**config.mk**
```make
export PLATFORM = sky130hd
export DESIGN_NAME = issfs_seq
export DESIGN_NICKNAME = d
export VERILOG_FILES = /design/src/verilog/issfs_pkg.sv /design/src/verilog/issfs_edge.sv /design/src/verilog/issfs_seq.sv
export SDC_FILE = /design/constraint.sdc
export NUM_CORES = 1
export LEC_CHECK = 0
export BUFFER_PORTS_ARGS = -buffer_cell sky130_fd_sc_hd__buf_4
export CAP_MARGIN = 15
export CORE_ASPECT_RATIO = 1.5
export CORE_MARGIN = 1
export CORE_UTILIZATION = 45
export CTS_CLUSTER_DIAMETER = 80
export DETAILED_ROUTE_END_ITERATION = 8
export HOLD_SLACK_MARGIN = 0.05
export MAX_ROUTING_LAYER = met4
export PLACE_DENSITY_LB_ADDON = 0.25
export SYNTH_ARGS = -nofsm -noshare
export SYNTH_HDL_FRONTEND = slang
export SYNTH_HIERARCHICAL = 1
export SYNTH_SLANG_ARGS = --single-unit
```
**constraint.sdc**
```tcl
create_clock -name clk -period 4.55 [get_ports clk]
set_input_delay 0.91 -clock clk [delete_from_list [all_inputs] [get_ports clk]]
set_output_delay 0.91 -clock clk [all_outputs]
set_load 0.02 [all_outputs]
```
**src/verilog/issfs_pkg.sv**
```systemverilog
// package: constants and carrier types for the image sensor frame sequencer
package issfs_pkg;
    // address widths
    localparam int ADDR_W = 10;
    localparam int LINE_W = ADDR_W + 1;
    // start address is the configured value times two
    localparam int START_SHIFT = 1;
    // reset values
    localparam logic [LINE_W-1:0] LINE_RST = 11'h000;
    // clock figures
    localparam int CLK_PERIOD_PS = 5000;
    // frame sync least width, in ns as printed
    localparam int FSYNC_MIN_NS = 20;
    localparam int FSYNC_MIN_CYC = ((FSYNC_MIN_NS * 1000) + CLK_PERIOD_PS - 1) / CLK_PERIOD_PS;

    // readout configuration word fields used by this block
    typedef struct packed {
        logic dual_out;
        logic [ADDR_W-1:0] x_start;
        logic [ADDR_W-1:0] y_start;
    } issfs_cfg_t;

    // readout control strobes from the controller
    typedef struct packed {
        logic frame_sync;
        logic line_clk;
        logic line_sync;
        logic pix_clk;
    } issfs_rd_t;

    // pixel array strobes from the controller
    typedef struct packed {
        logic reset_n_lvl;
        logic reset_strobe;
        logic dual_slope_reset;
        logic sample_n;
        logic precharge_n;
        logic memory_boost_strobe;
    } issfs_pix_t;

    // selection presented to the array and output multiplexer
    typedef struct packed {
        logic [LINE_W-1:0] line;
        logic [LINE_W-1:0] col_a;
        logic [LINE_W-1:0] col_b;
        logic active;
    } issfs_sel_t;

    // pixel reset level choice
    typedef enum logic [1:0] {
        ISSFS_RST_NONE = 2'b00,
        ISSFS_RST_NORMAL = 2'b01,
        ISSFS_RST_DUAL = 2'b10
    } issfs_rst_lvl_t;
endpackage : issfs_pkg

```
**src/verilog/issfs_edge.sv**
```systemverilog
// edge detector for controller strobes sampled on clk
module issfs_edge #(
    parameter int WIDTH = 4
) (
    input wire logic clk,
    input wire logic rst_n,
    input wire logic [WIDTH-1:0] level,
    output logic [WIDTH-1:0] rise,
    output logic [WIDTH-1:0] fall
);
    logic [WIDTH-1:0] level_q;

    // elaboration check: a zero width leaves nothing to detect
    if (WIDTH < 1) begin : g_bad_width
        $error("issfs_edge: WIDTH must be at least 1");
    end

    // remember last level; inputs are already synchronous
    always_ff @(posedge clk or negedge rst_n) begin
        if (!rst_n) begin
            level_q <= '0;
        end else begin
            level_q <= level;
        end
    end

    // per-bit edge pulses
    genvar i;
    generate
        for (i = 0; i < WIDTH; i++) begin : g_edge
            assign rise[i] = level[i] & ~level_q[i];
            assign fall[i] = ~level[i] & level_q[i];
        end
    endgenerate
endmodule : issfs_edge

```
**src/verilog/issfs_seq.sv**
```systemverilog
// image sensor frame sequencer: line and column selection and pixel reset level
module issfs_seq #(
    parameter int ADDR_W = issfs_pkg::ADDR_W
) (
    input wire logic clk,
    input wire logic rst_n,
    input wire issfs_pkg::issfs_cfg_t cfg,
    input wire logic cfg_load,
    input wire issfs_pkg::issfs_rd_t rd,
    input wire logic reset_strobe,
    input wire logic dual_slope_reset,
    input wire logic memory_boost_strobe,
    input wire logic sample_n,
    output issfs_pkg::issfs_sel_t sel,
    output issfs_pkg::issfs_rst_lvl_t pix_reset_level,
    output logic readout_enable,
    output logic integrating
);
    localparam int LW = ADDR_W + 1;

    ////////////////////////////////////////////////////////////////////////////
    // scope: this block only sequences addresses, the pixel reset level, the integration window and the readout enable;
    // the column sample-and-hold, row deselect and precharge strobes pass straight
    // from the controller to the array and are not timed here, so their widths
    // stay the controller's business
    ////////////////////////////////////////////////////////////////////////////
    // elaboration check: the start fields come from the shared configuration
    // word, so a different address width would slice them wrongly
    if (ADDR_W != issfs_pkg::ADDR_W) begin : g_bad_addr_w
        $error("issfs_seq: ADDR_W must match the configuration word");
    end

    ////////////////////////////////////////////////////////////////////////////
    // strobe edges
    logic [3:0] lvl;
    logic [3:0] rise;
    logic [3:0] fall;
    // the boost strobe is active low and idles high; it enters the detector
    // inverted so that the detector's cleared history matches the idle level,
    // otherwise the first edge after reset would look like a boost release
    logic boost_act;
    assign boost_act = ~memory_boost_strobe;
    assign lvl = {rd.line_clk, rd.pix_clk, reset_strobe, boost_act};

    issfs_edge #(
        .WIDTH(4)
    ) u_edge (
        .clk(clk),
        .rst_n(rst_n),
        .level(lvl),
        .rise(rise),
        .fall(fall)
    );

    logic line_rise;
    logic pix_rise;
    logic pix_fall;
    logic rst_fall;
    logic boost_rise;
    assign line_rise = rise[3];
    assign pix_rise = rise[2];
    assign pix_fall = fall[2];
    assign rst_fall = fall[1];
    assign boost_rise = fall[0]; // boost released: its active level ends

    ////////////////////////////////////////////////////////////////////////////
    // start addresses held from the configuration word
    logic [ADDR_W-1:0] y_start_q;
    logic [ADDR_W-1:0] x_start_q;
    logic dual_out_q;

    // start values only act at the next frame or line sync; the output count
    // switches at once, so the controller loads it between lines
    always_ff @(posedge clk or negedge rst_n) begin
        if (!rst_n) begin
            y_start_q <= '0;
            x_start_q <= '0;
            dual_out_q <= 1'b0;
        end else if (cfg_load) begin
            y_start_q <= cfg.y_start;
            x_start_q <= cfg.x_start;
            dual_out_q <= cfg.dual_out;
        end
    end

    logic [LW-1:0] y_base;
    logic [LW-1:0] x_base;
    assign y_base = {y_start_q, 1'b0};
    assign x_base = {x_start_q, 1'b0};

    ////////////////////////////////////////////////////////////////////////////
    // line address: frame sync wins over the line clock
    // a sync before the last line simply restarts the frame; the rest is unread
    logic [LW-1:0] line_q;
    always_ff @(posedge clk or negedge rst_n) begin
        if (!rst_n) begin
            line_q <= issfs_pkg::LINE_RST;
        end else if (rd.frame_sync) begin
            line_q <= y_base;
        end else if (line_rise) begin
            line_q <= line_q + LW'(1);
        end
    end

    ////////////////////////////////////////////////////////////////////////////
    // column selection: armed by line sync, started by a pixel clock rise
    logic armed_q;
    logic active_q;
    logic [LW-1:0] col_q;

    // a new line clock drops the column output so the old level is held
    always_ff @(posedge clk or negedge rst_n) begin
        if (!rst_n) begin
            armed_q <= 1'b0;
            active_q <= 1'b0;
        end else if (rd.frame_sync || line_rise) begin
            armed_q <= 1'b0;
            active_q <= 1'b0;
        end else if (rd.line_sync) begin
            armed_q <= 1'b1;
            if (pix_rise) begin
                active_q <= 1'b1;
            end
        end else if (armed_q && pix_rise) begin
            active_q <= 1'b1;
        end
    end

    // column step: two pixels per clock period, on each phase with one output;
    // with two outputs the pair advances on the rise only, col_b one above col_a
    // limitation: no end-of-line stop, the controller closes the window itself
    always_ff @(posedge clk or negedge rst_n) begin
        if (!rst_n) begin
            col_q <= issfs_pkg::LINE_RST;
        end else if (rd.line_sync && !active_q) begin
            col_q <= x_base;
        end else if (active_q) begin
            if (dual_out_q) begin
                if (pix_rise) begin
                    col_q <= col_q + LW'(2);
                end
            end else if (pix_rise || pix_fall) begin
                col_q <= col_q + LW'(1);
            end
        end
    end

    ////////////////////////////////////////////////////////////////////////////
    // selection outputs registered; col_b is the second output's pixel
    // registering costs a cycle but keeps the address lines free of glitches
    always_ff @(posedge clk or negedge rst_n) begin
        if (!rst_n) begin
            sel <= '0;
        end else begin
            sel.line <= line_q;
            sel.col_a <= col_q;
            sel.col_b <= dual_out_q ? col_q + LW'(1) : col_q;
            sel.active <= active_q;
        end
    end

    ////////////////////////////////////////////////////////////////////////////
    // pixel reset level: normal reset dominates the dual-slope level
    // the dual-slope level only applies while the normal reset is idle
    always_ff @(posedge clk or negedge rst_n) begin
        if (!rst_n) begin
            pix_reset_level <= issfs_pkg::ISSFS_RST_NONE;
        end else if (reset_strobe) begin
            pix_reset_level <= issfs_pkg::ISSFS_RST_NORMAL;
        end else if (dual_slope_reset) begin
            pix_reset_level <= issfs_pkg::ISSFS_RST_DUAL;
        end else begin
            pix_reset_level <= issfs_pkg::ISSFS_RST_NONE;
        end
    end

    ////////////////////////////////////////////////////////////////////////////
    // integration window: reset falling until sample goes active (low)
    // a longer reset pulse moves the opening later and so shortens the window
    always_ff @(posedge clk or negedge rst_n) begin
        if (!rst_n) begin
            integrating <= 1'b0;
        end else if (!sample_n) begin
            integrating <= 1'b0;
        end else if (rst_fall) begin
            integrating <= 1'b1;
        end
    end

    // readout is allowed once the boost strobe returns high (inactive); the
    // low time of the boost strobe is the frame overhead, so readout stays shut
    // for all of it even if a line clock arrives early
    always_ff @(posedge clk or negedge rst_n) begin
        if (!rst_n) begin
            readout_enable <= 1'b0;
        end else if (!memory_boost_strobe) begin
            readout_enable <= 1'b0;
        end else if (boost_rise) begin
            readout_enable <= 1'b1;
        end
    end
endmodule : issfs_seq
```
# Yosys cells after proc, flatten, opt, wreduce, memory -nomap -nowiden

Cells that the tools add are included.

Register bits: 87
Bits of input ports: 32
Output and inout port bits: 38
Logic and storage cells: 64

$add $sub $neg: 3
Eq/ne operators: 4
Muxes and demuxes: 20
Bitwise gates (word level): 10
Reduce and logical (&&, ||, !) cells: 12

Operators with widths:

| cell                                          | count |
|---|---|
| 2-to-1 mux 11 bit                             | 8 |
| adder 11 x 1 -> 11 bit, second input constant | 2 |
| adder 11 x 2 -> 11 bit, second input constant | 1 |
| 2-to-1 mux 1 bit                              | 10 |
| nonzero test 2 bit                            | 3 |
| nonzero test 3 bit                            | 2 |
| AND 1 bit                                     | 5 |
| inverter 1 bit                                | 5 |
| 2-to-1 mux 2 bit                              | 2 |
| != test 2 x 1 -> 1 bit, second input constant | 2 |
| != test 3 x 1 -> 1 bit, second input constant | 1 |
| != test 3 x 2 -> 1 bit, second input constant | 1 |
| AND reduction 3 bit                           | 1 |
| logical AND 1 bit                             | 2 |
| logical OR 1 bit                              | 2 |
| AND reduction 2 bit                           | 1 |
| zero test 1 bit                               | 1 |

# Logic depth before layout (Yosys ltp)

Depth after elaboration: 7
Mapped depth: 6
Gate-level depth less buffers: 5

# Cells and area by module

Netlist, hierarchy kept.

Modules (own cells, without submodules):

| module     | instances | cells an instance | area each (sq um) | seq. area each (sq um) |
|---|---|---|---|---|
| issfs_seq  | 1         | 252               | 3249.4            | 2077.0 |
| issfs_edge | 1         | 12                | 150.1             | 100.1 |

# Worst setup path after synthesis

OpenSTA, ideal clock, no wires.

Kind: input -> register
Start: input port rd[0] (netlist bit)
End: register col_q[3]
Library setup time: 126 ps
Arrival: 1981 ps
Data required time: 4424 ps
Setup slack: 2443 ps
Stages: 4
Path buffers: 0
Path through: nor2b_1 > o21ai_4 > mux2_1 > a221o_1

Cells in the longest elaborated chain, start to end: 5
Elaborated cells between the ends (all ways): 7
Classes of those cells: 1 x eq/ne; 3 x bitwise; 3 x reduce/logical

RTL lines:

| element                                | line             | source |
|---|---|---|
| from (decl)                            | issfs_seq.sv:9   | `input wire issfs_pkg::issfs_rd_t rd,` |
| inverter 1 bit                         | issfs_edge.sv:32 | `assign fall[i] = ~level[i] & level_q[i];` |
| AND 1 bit                              | issfs_edge.sv:32 |  |
| logical OR 1 bit                       | issfs_seq.sv:142 | `end else if (pix_rise \|\| pix_fall) begin` |
| nonzero test 3 bit (no source line)    | --               |  |
| AND reduction 3 bit (no source line) * | --               |  |
| to (signal assigned)                   | issfs_seq.sv:136 | `col_q <= x_base;` |
| to (signal assigned)                   | issfs_seq.sv:140 | `col_q <= col_q + LW'(2);` |
| to (signal assigned)                   | issfs_seq.sv:143 | `col_q <= col_q + LW'(1);` |
| to (decl)                              | issfs_seq.sv:109 | `logic [LW-1:0] col_q;` |

Every way passes the cells marked *; elsewhere a longest branch is shown, timed or not.
A chain may end at the register's enable or synchronous reset.

# Final worst setup path

Start: input port rd[0] (netlist bit)
End: register col_q[3]

Elaborated cells between the ends (all ways): 7
Classes of those cells: 1 x eq/ne; 3 x bitwise; 3 x reduce/logical

RTL lines:

| element                                | line             | source |
|---|---|---|
| AND 1 bit *                            | issfs_edge.sv:31 | `assign rise[i] = level[i] & ~level_q[i];` |
| via rise[2]                            | issfs_seq.sv:36  | `logic [3:0] rise;` |
| logical OR 1 bit                       | issfs_seq.sv:142 |  |
| nonzero test 3 bit (no source line)    | --               |  |
| AND reduction 3 bit (no source line) * | --               |  |

The timed path passes the listed nets; every way through them passes the cells marked *.

==> impl_metrics.toml <==
[layout]
seq_area_sq_mm = 0.00218
fin_nets = 369
final_cell_count_no_fill = 438
fillers = 632
syn_to_final_growth_pct = 23.9
drive_gt1_share_pct = 32.2
multiInputGateArea_sq_mm = 0.00116
antenna_cells = 0

[synth]
yosysWarnings = 6
netlist_area_sq_mm = 0.00338
synth.avg_cell_area_sq_um = 13.0
synth_cells = 261
syn_nets = 297

[route]
dr.pass1.iters = 4
ant_nets = 0
viasPerCell = 5.08
routedWlPerCell_um = 14.0
drc = 0
drt_wl_total_um = 6130
vias = 2225
drt_first_iter_violations = 140

[floorplan]
fp.dieW_um = 72.8
rows = 38
core_sq_mm = 0.00727
start_util_pct = 46.5
io_pins = 70
die_h_um = 108
dieArea_sq_mm = 0.00787

[outcome]
status = "completed"

[worst_setup_path]
worstPathRequired_ps = 4800
worstSetupPathType = "in -> reg"
r2r_cells = 4
end_kind = "register"
worst_setup_path_start_kind = "input pin"
rrSetupSlack_ps = 2670
r2r-start = "dual_out_q$_DFFE_PN0P_"
cp.arrival_ps = 2240
regToRegEndpoint = "col_q[3]$_DFFE_PN0P_"
crit_fanout = 10

[clocking]
clk_path_buf_depth = 2
root_buffer = "clkbuf_8"
clkSinkCount = 87
hold_buffers = 0
clk_latency_ps = 360
numCtsBuffers = 9
clk_pin_slew_ps = 80
post-cts-setup-buffers = 0
h-tree-depth = 3
cts_tree = "done"
post_cts_resized = 0

[power_and_ir_drop]
p_seq_share_pct = 55.2
intPower_mw = 1.22
power_frac_comb_pct = 16.3
ir_drop_uv = 232
p_sw_share_pct = 27.5
power.leakage_nw = 1.92
p_sw_mw = 0.461
clockPowerShare_pct = 28.5
p_per_area_mw_per_mm2 = 401

[timing]
relSlewSlack_pct = 36.4
worstMarginPinSlew_ps = 952
fin_crit_sh_pct = 43.6
hold_violations = 0
fin_skew_ps = 8.22
slew_violations = 0
tns_ps = 0
setup_viol = 0
setup_slack_ps = 2560
rsz0062_at_grt = "false"
fmax_ghz = 0.504
min_period_ps = 1990

[placement]
place_hpwl_um = 4200
place_congestion = 0.792
io_buffers = 69
dp_cells = 421
pre_cts_slack_ps = 2200

[hold_path]
hold_path_end = "sel[33]$_DFF_PN0_"
hp-class = "reg -> reg"
min_path_cells = 0
hold_start = "line_q[10]$_DFFE_PN0P_"

[global_route]
grt_pass1_wl_um = 10100
gr-total-overflow = 0
grt_max_degree = 88
grt_pass1_vias = 2116
grt_use_total_pct = 18.1
antenna_found_initial = 0

[flow_run]
drv_cap = 0
-- worst max-delay path, stage by stage --
cell     delay, ps
buf_4           90
nor2b_1        400
o21ai_4        180
mux2_1         360
a221o_1        300
-- power groups by stage --
stage	Sequential (mW)	Combinational, mW	Clock (mW)
2_1_floorplan	0.980	0.102	0
4_1_cts	0.929	0.275	0.499
6_report	0.928	0.274	0.479
3_5_place_dp	0.944	0.274	0
5_1_grt	0.940	0.299	0.527
3_3_place_gp	0.942	0.269	0
-- through the flow --
stage          total power, mW  hold WS, ps  utilization (%)  area (sq um)
2_1_floorplan             1.08          352                -          3380
3_3_place_gp              1.21          391             54.8          3990
3_5_place_dp              1.22          387             54.8          3990
4_1_cts                   1.70          406             57.2          4160
5_1_grt                   1.77          412             57.6          4190
6_report                  1.68          405             57.6          4190
-- state kept, by name, summed over array words and instances (netlist names) --
signal and flops:
active_q 1, pix_reset_level 2, dual_out_q 1, sel 34, line_q 11, u_edge/level_q 4
y_start_q 10, integrating 1, col_q 11, readout_enable 1, armed_q 1, x_start_q 10
-- layer usage --
metal / vias to the layer above / share of wire (%) / track usage (%)
li1: 1056 / - / -
met1: 1106 / 41 / 20.4
met2: 54 / 53 / 29.3
met3: 9 / 3.9 / 5.59
met4: 0 / 2.1 / 8.40
met5: - / 0 / -
-- layout by cell type (no fill, tap or decap) --
master and count:
mux2_1 2, nand3_1 7, xor2_1 11, xnor2_1 10
ha_1 4, nand4_1 6, a22o_1 1, o31a_1 2
clkbuf_8 11, nor2_1 13, and2_1 2, nand2b_1 1
o211ai_1 7, o21a_1 2, o311ai_0 2, o2111ai_1 2
a221o_1 3, o2111a_1 1, inv_1 3, nand2_1 28
buf_4 69, and4_1 5, mux2_2 22, nor2b_2 1
buf_16 1, o21ai_4 1, nor3_1 1, a21oi_1 3
nor2b_1 7, mux2i_1 2, dfrtp_1 87, clkinv_2 4
and3_1 1, o21ai_0 14, clkbuf_1 1, nand3b_1 1
-- layout make-up --
type / count / area share, %
sequential: 87 / 52.0
timing repair buffer: 70 / 13.0
tap: 100 / 2.99
clock inverter: 4 / 0.478
clock buffer: 12 / 3.70
inverter: 3 / 0.269
multi-input combinational: 162 / 27.6
-- worst max path at each step --
stage | from | depth (start not counted) | endpoint | slack (ps)
finish | rd[0] | 5 | col_q[3]$_DFFE_PN0P_ | 2560
global route | rd[2] | 6 | line_q[9]$_DFFE_PN0P_ | 2460
CTS | rd[2] | 6 | line_q[9]$_DFFE_PN0P_ | 2580
detailed placement | rd[2] | 6 | line_q[9]$_DFFE_PN0P_ | 2200
global placement | rd[2] | 6 | line_q[9]$_DFFE_PN0P_ | 2230
floorplan | rd[0] | 4 | col_q[3]$_DFFE_PN0P_ | 2440
Note: power is estimated with default switching activity, not from simulation.
